### src/logic/row_scan_char_generator_regs.svh
// Purpose: shared constants of the row scanning character generator
// Assumes: included by its bare name from every design file but the package
// Notes: definitions only, no logic
`ifndef ROW_SCAN_CHAR_GENERATOR_REGS_SVH
`define ROW_SCAN_CHAR_GENERATOR_REGS_SVH

// character code and glyph geometry
`define CODE_W      6
`define GLYPH_COUNT 64
`define DOT_W       5
`define ROW_W       3
`define GLYPH_ROWS  7
`define GLYPH_BITS  35

// index of the bottom glyph row
`define LAST_ROW    3'h6

// all dots high: background, nothing lit
`define BLANK_ROW   5'h1F

// default font: plain alternating dots, replace with real artwork
`define DEFAULT_FONT {1120{2'h2}}

`endif

### src/logic/row_scan_char_generator_pkg.sv
// Purpose: types of the row scanning character generator
// Assumes: used as row_scan_char_generator_pkg::name, never imported
// Notes: the counter has nine states: lead blank, seven rows, trail blank
`default_nettype none

package row_scan_char_generator_pkg;

	// coarse phase of the row counter; the row index refines the glyph phase
	typedef enum logic [1:0] {
		ST_LEAD_BLANK,
		ST_GLYPH,
		ST_TRAIL_BLANK
	} rowState_t;

endpackage

`default_nettype wire

### src/logic/glyph_store.sv
// Purpose: font store, one five dot row per code and row index
// Assumes: row index stays below seven
// Notes: read data registered, one ref_clk behind the address
`timescale 1ns/100ps
`default_nettype none
`include "row_scan_char_generator_regs.svh"

module glyph_store #(
	parameter logic [`GLYPH_COUNT*`GLYPH_BITS-1:0] FONT = `DEFAULT_FONT
) (
	input  wire logic              ref_clk,
	input  wire logic              resetn,
	input  wire logic [`CODE_W-1:0] code,
	input  wire logic [`ROW_W-1:0]  row,
	output logic      [`DOT_W-1:0]  rowData
);

	// bit offset of a row: glyphs of 35 bits, top row lowest
	function automatic logic [11:0] bitBase(
		input logic [`CODE_W-1:0] c,
		input logic [`ROW_W-1:0]  r
	);
		bitBase = 12'(c) * 12'(`GLYPH_BITS) + 12'(r) * 12'(`DOT_W);
	endfunction

	wire logic [11:0] rowBase = bitBase(code, row);

	// registered read, blank until the first fetch
	always_ff @(posedge ref_clk or negedge resetn) begin
		if (!resetn) begin
			rowData <= `BLANK_ROW;
		end else begin
			rowData <= FONT[rowBase +: `DOT_W];
		end
	end

endmodule

`default_nettype wire

### src/logic/row_scan_char_generator.sv
// Purpose: 64 character 5x7 dot matrix generator, one row per row clock
// Assumes: row clock and master reset pins synchronous to ref_clk
// Notes: row clock is sampled; the counter steps on its falling edge
// Operation
// - master reset low puts the nine state row counter in its first state
// - six bit character code selects one of 64 stored glyphs
// - first row clock after master reset release shows the top row
// - each further row clock shows the next of the six remaining rows
// - first and last counter states drive all dots high, blank
// - counter holds in its last state, blanked, until next master reset
// - counter and dots change after the row clock goes low
// - master reset low forces dots high regardless of the row clock
// - lit dots are stored as 0, background as 1
// - code bit zero weighs 1, bit five weighs 32
// - each glyph is seven five dot rows, top first, dot five is msb
`timescale 1ns/100ps
`default_nettype none
`include "row_scan_char_generator_regs.svh"

module row_scan_char_generator #(
	parameter logic [`GLYPH_COUNT*`GLYPH_BITS-1:0] FONT = `DEFAULT_FONT
) (
	input  wire logic               ref_clk,
	input  wire logic               resetn,
	input  wire logic               dotClk,
	input  wire logic               masterResetN,
	input  wire logic [`CODE_W-1:0] charCode,
	output logic      [`DOT_W-1:0]  dotOut
);

	// code bits: index 0 is the 1 weight, index 5 the 32 weight
	wire logic charCodeLsb = charCode[0];
	wire logic charCodeMsb = charCode[`CODE_W-1];

	row_scan_char_generator_pkg::rowState_t state_reg;
	row_scan_char_generator_pkg::rowState_t state_next;
	logic [`ROW_W-1:0] rowIdx_reg;
	logic [`ROW_W-1:0] rowIdx_next;
	logic              dotClkPrev_reg;
	logic [`DOT_W-1:0] rowData;

	// one cycle pulse on a high to low row clock
	wire logic rowStep = dotClkPrev_reg & ~dotClk;
	wire logic inGlyph =
		(state_reg == row_scan_char_generator_pkg::ST_GLYPH);
	wire logic atLastRow = (rowIdx_reg == `LAST_ROW);

	// row clock history for edge detection
	always_ff @(posedge ref_clk or negedge resetn) begin
		if (!resetn) begin
			dotClkPrev_reg <= 1'b0;
		end else begin
			dotClkPrev_reg <= dotClk;
		end
	end

	// counter advance: master reset first, then falling row clock
	always_comb begin
		state_next  = state_reg;
		rowIdx_next = rowIdx_reg;
		if (!masterResetN) begin
			state_next  = row_scan_char_generator_pkg::ST_LEAD_BLANK;
			rowIdx_next = '0;
		end else if (rowStep) begin
			unique case (state_reg)
				row_scan_char_generator_pkg::ST_LEAD_BLANK: begin
					state_next  = row_scan_char_generator_pkg::ST_GLYPH;
					rowIdx_next = '0;
				end
				row_scan_char_generator_pkg::ST_GLYPH: begin
					if (atLastRow) begin
						state_next = row_scan_char_generator_pkg::ST_TRAIL_BLANK;
					end else begin
						rowIdx_next = rowIdx_reg + 3'h1;
					end
				end
				row_scan_char_generator_pkg::ST_TRAIL_BLANK: begin
					state_next = state_reg;
				end
				default: begin
					state_next = row_scan_char_generator_pkg::ST_TRAIL_BLANK;
				end
			endcase
		end
	end

	// counter register; power up dead ended until a master reset
	always_ff @(posedge ref_clk or negedge resetn) begin
		if (!resetn) begin
			state_reg  <= row_scan_char_generator_pkg::ST_TRAIL_BLANK;
			rowIdx_reg <= '0;
		end else begin
			state_reg  <= state_next;
			rowIdx_reg <= rowIdx_next;
		end
	end

	// store addressed by the next row, so data lines up with the state
	glyph_store #(
		.FONT    (FONT)
	) u_glyph_store (
		.ref_clk (ref_clk),
		.resetn  (resetn),
		.code    (charCode),
		.row     (rowIdx_next),
		.rowData (rowData)
	);

	// blanking: master reset and the two blank states force ones
	wire logic forceBlank = !masterResetN || !inGlyph;
	assign dotOut = forceBlank ? `BLANK_ROW : rowData;

	// helper: code and row seen one cycle earlier
	logic [`CODE_W-1:0] codePrev_reg;
	logic [`ROW_W-1:0]  rowPrev_reg;
	always_ff @(posedge ref_clk or negedge resetn) begin
		if (!resetn) begin
			codePrev_reg <= '0;
			rowPrev_reg  <= '0;
		end else begin
			codePrev_reg <= charCode;
			rowPrev_reg  <= rowIdx_next;
		end
	end

	// expected dots of the code seen one cycle earlier and the current row, read straight from FONT
	wire logic [11:0] expBase =
		12'(codePrev_reg) * 12'(`GLYPH_BITS) + 12'(rowPrev_reg) * 12'(`DOT_W);
	wire logic [`DOT_W-1:0] expRow = FONT[expBase +: `DOT_W];

	// master reset sends the counter to the lead blank state
	a_reset_first: assert property (
		@(posedge ref_clk) disable iff (!resetn)
		!masterResetN |=>
			state_reg == row_scan_char_generator_pkg::ST_LEAD_BLANK
	) else $error("master reset did not reach lead blank state");

	// dots follow the stored row of the addressed glyph
	a_glyph_select: assert property (
		@(posedge ref_clk) disable iff (!resetn)
		masterResetN && inGlyph |-> dotOut == expRow
	) else $error("dots differ from addressed glyph row");

	// first falling clock after release shows the top row
	a_top_row: assert property (
		@(posedge ref_clk) disable iff (!resetn)
		masterResetN && rowStep &&
		state_reg == row_scan_char_generator_pkg::ST_LEAD_BLANK
		##1 masterResetN |->
			inGlyph && rowIdx_reg == 3'h0 && dotOut == expRow
	) else $error("top row not shown after release");

	// every step above the bottom row moves one row down
	a_row_advance: assert property (
		@(posedge ref_clk) disable iff (!resetn)
		masterResetN && rowStep && inGlyph && !atLastRow |=>
			inGlyph && rowIdx_reg == $past(rowIdx_reg) + 3'h1
	) else $error("row did not advance by one");

	// outside the glyph rows the dots read blank
	a_blank_states: assert property (
		@(posedge ref_clk) disable iff (!resetn)
		!inGlyph |-> dotOut == `BLANK_ROW
	) else $error("dots not blank in a blank state");

	// bottom row step leads to the trail state, which then holds
	a_dead_end: assert property (
		@(posedge ref_clk) disable iff (!resetn)
		masterResetN && rowStep && inGlyph && atLastRow |=>
			(state_reg == row_scan_char_generator_pkg::ST_TRAIL_BLANK
			&& masterResetN)[*3] or !masterResetN
	) else $error("counter left the last state without reset");

	// trail state never moves without master reset
	a_trail_hold: assert property (
		@(posedge ref_clk) disable iff (!resetn)
		masterResetN &&
		state_reg == row_scan_char_generator_pkg::ST_TRAIL_BLANK |=>
			state_reg == row_scan_char_generator_pkg::ST_TRAIL_BLANK
	) else $error("trail state left without master reset");

	// nothing steps without a falling row clock
	a_fall_only: assert property (
		@(posedge ref_clk) disable iff (!resetn)
		masterResetN && !rowStep |=>
			$stable(state_reg) && $stable(rowIdx_reg)
	) else $error("counter moved without a falling row clock");

	// master reset low blanks the dots at once
	a_reset_blank: assert property (
		@(posedge ref_clk) disable iff (!resetn)
		$fell(masterResetN) |-> dotOut == `BLANK_ROW
	) else $error("dots not blank under master reset");

	// code change within a row shows the new glyph one cycle later
	a_code_follow: assert property (
		@(posedge ref_clk) disable iff (!resetn)
		masterResetN && inGlyph && !rowStep && $changed(charCode)
		##1 masterResetN && inGlyph |->
			dotOut == expRow && !$changed(rowIdx_reg)
	) else $error("dots did not follow a code change");

endmodule

`default_nettype wire

### config.mk
export PLATFORM = sky130hd
export DESIGN_NAME = row_scan_char_generator
export DESIGN_NICKNAME = d
export VERILOG_FILES = /design/src/logic/row_scan_char_generator_pkg.sv /design/src/logic/glyph_store.sv /design/src/logic/row_scan_char_generator.sv
export VERILOG_INCLUDE_DIRS = /design/src /design/src/logic
export SDC_FILE = /design/constraint.sdc
export NUM_CORES = 1
export LEC_CHECK = 0
export CORE_MARGIN = 2
export CORE_UTILIZATION = 60
export CTS_CLUSTER_SIZE = 25
export DETAILED_ROUTE_END_ITERATION = 16
export DONT_BUFFER_PORTS = 1
export PLACE_DENSITY = 0.75
export SETUP_SLACK_MARGIN = 0.15
export SYNTH_ARGS = -nofsm -noshare
export SYNTH_HDL_FRONTEND = slang
export SYNTH_SLANG_ARGS = --single-unit
### constraint.sdc
create_clock -name ref_clk -period 5.15 [get_ports ref_clk]
set_input_delay 0.7725 -clock ref_clk [delete_from_list [all_inputs] [get_ports ref_clk]]
set_output_delay 0.7725 -clock ref_clk [all_outputs]
set_load 0.05 [all_outputs]
# --- Yosys cells after proc, flatten, opt, wreduce, memory -nomap -nowiden ---
# Index checks and enable logic that the tools add are counted.
classes:
  n_addsub: 2
  n_mul: 2
  eq_ne: 6
  n_shift: 1
  muxes: 9
  n_bitwise: 2
  n_reduce_logical: 5
ops:
  columns: ["cell", "n"]
  rows:
  - ["$shiftx A2240 B13 Y5 const A", 1]
  - ["$add A12 B6 Y12", 1]
  - ["$mul A6 B6 Y12 const B", 1]
  - ["$mux W3", 3]
  - ["$mul A3 B3 Y6 const B", 1]
  - ["$mux W2", 3]
  - ["$pmux W2 S3", 1]
  - ["$pmux W3 S2", 1]
  - ["$mux W5", 1]
  - ["$add A3 B1 Y3 const B", 1]
  - ["$eq A3 B3 Y1 const B", 1]
  - ["$ne A3 B2 Y1 const B", 1]
  - ["$reduce_and A3 Y1", 1]
  - ["$eq A2 B1 Y1 const B", 1]
  - ["$eq A2 B2 Y1 const B", 1]
  - ["$logic_not A1 Y1", 2]
  - ["$logic_not A2 Y1", 1]
  - ["$ne A2 B1 Y1 const B", 1]
  - ["$ne A2 B2 Y1 const B", 1]
  - ["$and A1 B1 Y1", 1]
  - ["$logic_or A1 B1 Y1", 1]
  - ["$not A1 Y1", 1]
word_totals:
  reg_bits: 11
  out_inout_bits: 5

# --- Longest topological paths before layout ---
logic_depth:
  ltp_word: 8
  mapped_depth: 18

# --- By module ---
# A second synthesis with hierarchy kept.
hier_totals:
  cells_unflattened: 142
  area_unflattened_um2: 1328.8
by_module_without_submodules:
  columns: ["mod", "instances", "cells_per_inst", "area_per_inst_um2", "seq_area_each_um2"]
  rows:
  - ["glyph_store", 1, 106, 975.9, 131.4]
  - ["row_scan_char_generator", 1, 36, 352.8, 151.4]

# --- Least setup slack after synthesis ---
# No wires, ideal clock.
synth_path:
  path_type: "in2reg"
  start: "in dotClk"
  end: "reg u_glyph_store.rowData[2]"
  arrival_ns: 4.261
  slack_ns: 0.790
  stages: 16
  path_cell_list: "nand2b_1 > nor2_1 > nand4_1 > a21boi_0 > ha_1 > ha_1 > inv_1 > fa_1 > fa_1 > inv_1 > ha_1 > and2b_1 > o22a_1 > xnor2_1 > o21ai_0 > a221oi_1"
synth_between:
  elab_chain_cells: 7
synth_lines:
  columns: ["item", "line_no", "rtl"]
  rows:
  - ["start: declaration", "row_scan_char_generator.sv:25", "input wire logic dotClk,"]
  - ["$not A1 Y1", "row_scan_char_generator.sv:43", "wire logic rowStep = dotClkPrev_reg & ~dotClk;"]
  - ["$and A1 B1 Y1", "row_scan_char_generator.sv:43", null]
  - ["$mux W3", "row_scan_char_generator.sv:64", "end else if (rowStep) begin"]
  - ["$mux W3", "row_scan_char_generator.sv:61", "if (!masterResetN) begin"]
  - ["named net rowIdx_next[0]", "row_scan_char_generator.sv:38", "logic [`ROW_W-1:0] rowIdx_next;"]
  - ["$mul A3 B3 Y6", "glyph_store.sv:23", "bitBase = 12'(c) * 12'(`GLYPH_BITS) + 12'(r) * 12'(`DOT_W);"]
  - ["$add A12 B6 Y12", "glyph_store.sv:23", null]
  - ["$shiftx A2240 B13 Y5", "glyph_store.sv:33", "rowData <= FONT[rowBase +: `DOT_W];"]
  - ["end signal: assignment", "glyph_store.sv:31", "rowData <= `BLANK_ROW;"]
  - ["end signal: assignment", "glyph_store.sv:33", null]
  - ["end: declaration", "glyph_store.sv:15", "output logic [`DOT_W-1:0] rowData"]
# The timed path passes the listed nets, and every way through them passes these cells.
# A chain may end at the register's enable or synchronous reset.

# --- Worst setup path after layout ---
# Same ends and word-level chain as after synthesis.

==> results.tsv <==
stage	metric	value	unit
layout	drive_above_1_share	0.140	
global_route	overflow	0	
timing	slew_violations	0	
routing	wl	2.30	mm
routing	ant_nets	0	
yosys	avgSynthCellArea	9.69	um2
yosys	post-synth-top-count-cell	ha_1	
floorplanning	die_h	51.4	um
timing	rsz0062_at_grt	no	
clock_tree	cts_buffers	3	
timing	tightest_slew	432	ps
yosys	ys.flop_type	dfstp_2	
global_route	grt_max_degree	12	
routing	wl_per_cell	13.4	um
clock_tree	cts.clk_slew.worst_paths	70	ps
placement	routabilityCongestion	0.808	
timing	hold_violations	0	
timing	period_minus_slack	4520	ps
global_route	antenna_found_initial	0	
timing	fin_skew	4.32	ps
min_path	hold_path.class	primary input to asynchronous set/reset pin	
floorplanning	design.die.area	0.00264	mm2
routing	drt_iter0_drc	10	
floorplanning	start_util	0.621	
layout	area_growth	4.55	%
clock_tree	cts_tree	yes	
layout	largest_reg_flops	5	
yosys	ys_top_cells_by_count	ha_1 (30), inv_1 (24), a21oi_1 (9), fa_1 (7), nand2_1 (7)	
global_route	grt_pass1_wl	4.04	mm
floorplanning	io_pins	15	
setup_path	cp.required	5310	ps
yosys	ys_seq_elements	11	
layout	final_nets	191	
setup_path	r2r_cells	18	
pwr	vdd_drop_max	0.125	mV
global_route	grt.total_usage	0.205	
clock_tree	cts_root_buf	clkbuf_4	
placement	io_buffer_count	0	
routing	vias_per_cell	5.68	
routing	drc	0	
timing	holdWs	200	ps
yosys	ys_types	35	
setup_path	arrival	4680	ps
yosys	ys.warnings.count	0	
routing	dr.pass1.iters	4	
floorplanning	core	0.00217	mm2
clock_tree	cts-hold-fix-buffers	0	
timing	finalSetupTns	0	ps
yosys	async_flop_share	1.00	
run_status	status	complete, no violations	
yosys	yosysTopAreaCell	ha_1	
timing	setup_viol	0	
pwr	power.leakage	0.690	nW
layout	multiInputGateArea	973	um2
layout	num-fill-cells	196	
floorplanning	dieWidth	51.4	um
clock_tree	htreeDepth	1	
floorplanning	rows	17	
clock_tree	cts_sinks	11	
yosys	synth_area_leaders	ha_1 (28%), dfstp_2 (12%), fa_1 (10%)	
timing	fmax	0.221	GHz
clock_tree	clockBufferDepth	2	
timing	fin_crit_sh	0.879	
timing	slew_headroom	0.709	
setup_path	critPathLaunchType	primary input	
yosys	synth_top_area_share	0.279	
run	cap_violations	0	
clock_tree	clock_latency	260	ps
routing	num_vias	972	
layout	seq_area	283	um2
yosys	syn_area	0.00135	mm2
placement	dpl.hpwl	2.02	mm
yosys	syn_inst	139	
clock_tree	cts_resized	0	
setup_path	cp_max_fo	5	
layout	antenna_cells	0	
clock_tree	cts_setup_buffers	0	
yosys	synth_nets	186	
yosys	ys_seq_area_frac	0.210	
global_route	grt_pass1_vias	995	
yosys	synth_edf_count	0	
setup_path	critical_path_class	primary input to flip-flop	
setup_path	end_kind	flip-flop	
pwr	power_density	183	mW/mm2
power by group:
group          internal, mW  switching, mW  total [mW]
Clock                0.0299         0.0257      0.0555
Combinational        0.0439         0.0619       0.106
Sequential           0.0942        0.00172      0.0959
placed cells by master, fill, tap and decap left out, types with 3 or more instances in the layout:
cell type / n
a21boi_0: 3
nand3_1: 4
dfstp_2: 6
dfrtp_1: 5
fa_1: 7
nor2_1: 5
ha_1: 30
or2_2: 5
inv_1: 24
clkbuf_4: 3
o21ai_0: 5
a21oi_1: 9
nand2_1: 7
final cells by class:
class                           instances  area share
Multi-Input combinational cell        104       0.692
Sequential cell                        11       0.201
Inverter                               24      0.0640
Tap cell                               28      0.0249
Clock buffer                            4      0.0187
per-stage QoR:
step	area (um2)	total power, mW	setup WS (ps)	std cells	utilization
after floorplan	1350	0.185	790	139	-
after global placement	1380	0.201	580	167	0.637
after detailed placement	1380	0.204	385	167	0.637
after CTS	1410	0.261	647	171	0.649
after global routing	1410	0.279	304	171	0.649
final	1410	0.257	626	171	0.649
worst max-delay path, cell delays in order:
cell      delay (ps)
nand2b_1         160
nor2_1           260
nand4_1          130
a21boi_0         380
ha_1             250
ha_1             150
inv_1             50
fa_1             480
fa_1             540
inv_1             40
ha_1             340
and2b_1          210
o22a_1           200
xnor2_1          250
o21ai_0          180
a221oi_1         300
per-layer routing:
| metal | part of all wire | track usage | vias to the layer above |
|---|---|---|---|
| met2 | 0.54 | 0.378 | 23 |
| li1 | - | - | 492 |
| met4 | 0.0078 | 0.0789 | 0 |
| met5 | 0 | 0 | - |
| met1 | 0.41 | 0.241 | 455 |
| met3 | 0.046 | 0.0234 | 2 |
path summary, 6_finish.rpt:
check,endpoint,slack [ps],startpoint
worst max-delay path,u_glyph_store.rowData[2]$_DFF_PN1_,630,dotClk
worst min-delay path,rowIdx_reg[1]$_DFF_PN0_,200,resetn
worst max register to register,u_glyph_store.rowData[2]$_DFF_PN1_,740,rowIdx_reg[0]$_DFF_PN0_
worst min register to register,state_reg[1]$_DFFE_PN1P_,560,state_reg[1]$_DFFE_PN1P_
max in group asynchronous,u_glyph_store.rowData[4]$_DFF_PN1_,4780,resetn
min in group ref_clk,dotClkPrev_reg$_DFF_PN0_,540,dotClk
kinds of logic (layout without fill, tap and decap cells):
kind of cell    Yosys count  count (layout)  share of synthesized area
simple gates             34              34                      0.146
xor+xnor                  2               2                     0.0130
buf+inv                  24              28                     0.0669
flops                    11              11                      0.210
fa+ha+maj                37              37                      0.383
compound gates           31              31                      0.181
Power figures use the tool's default switching activity.
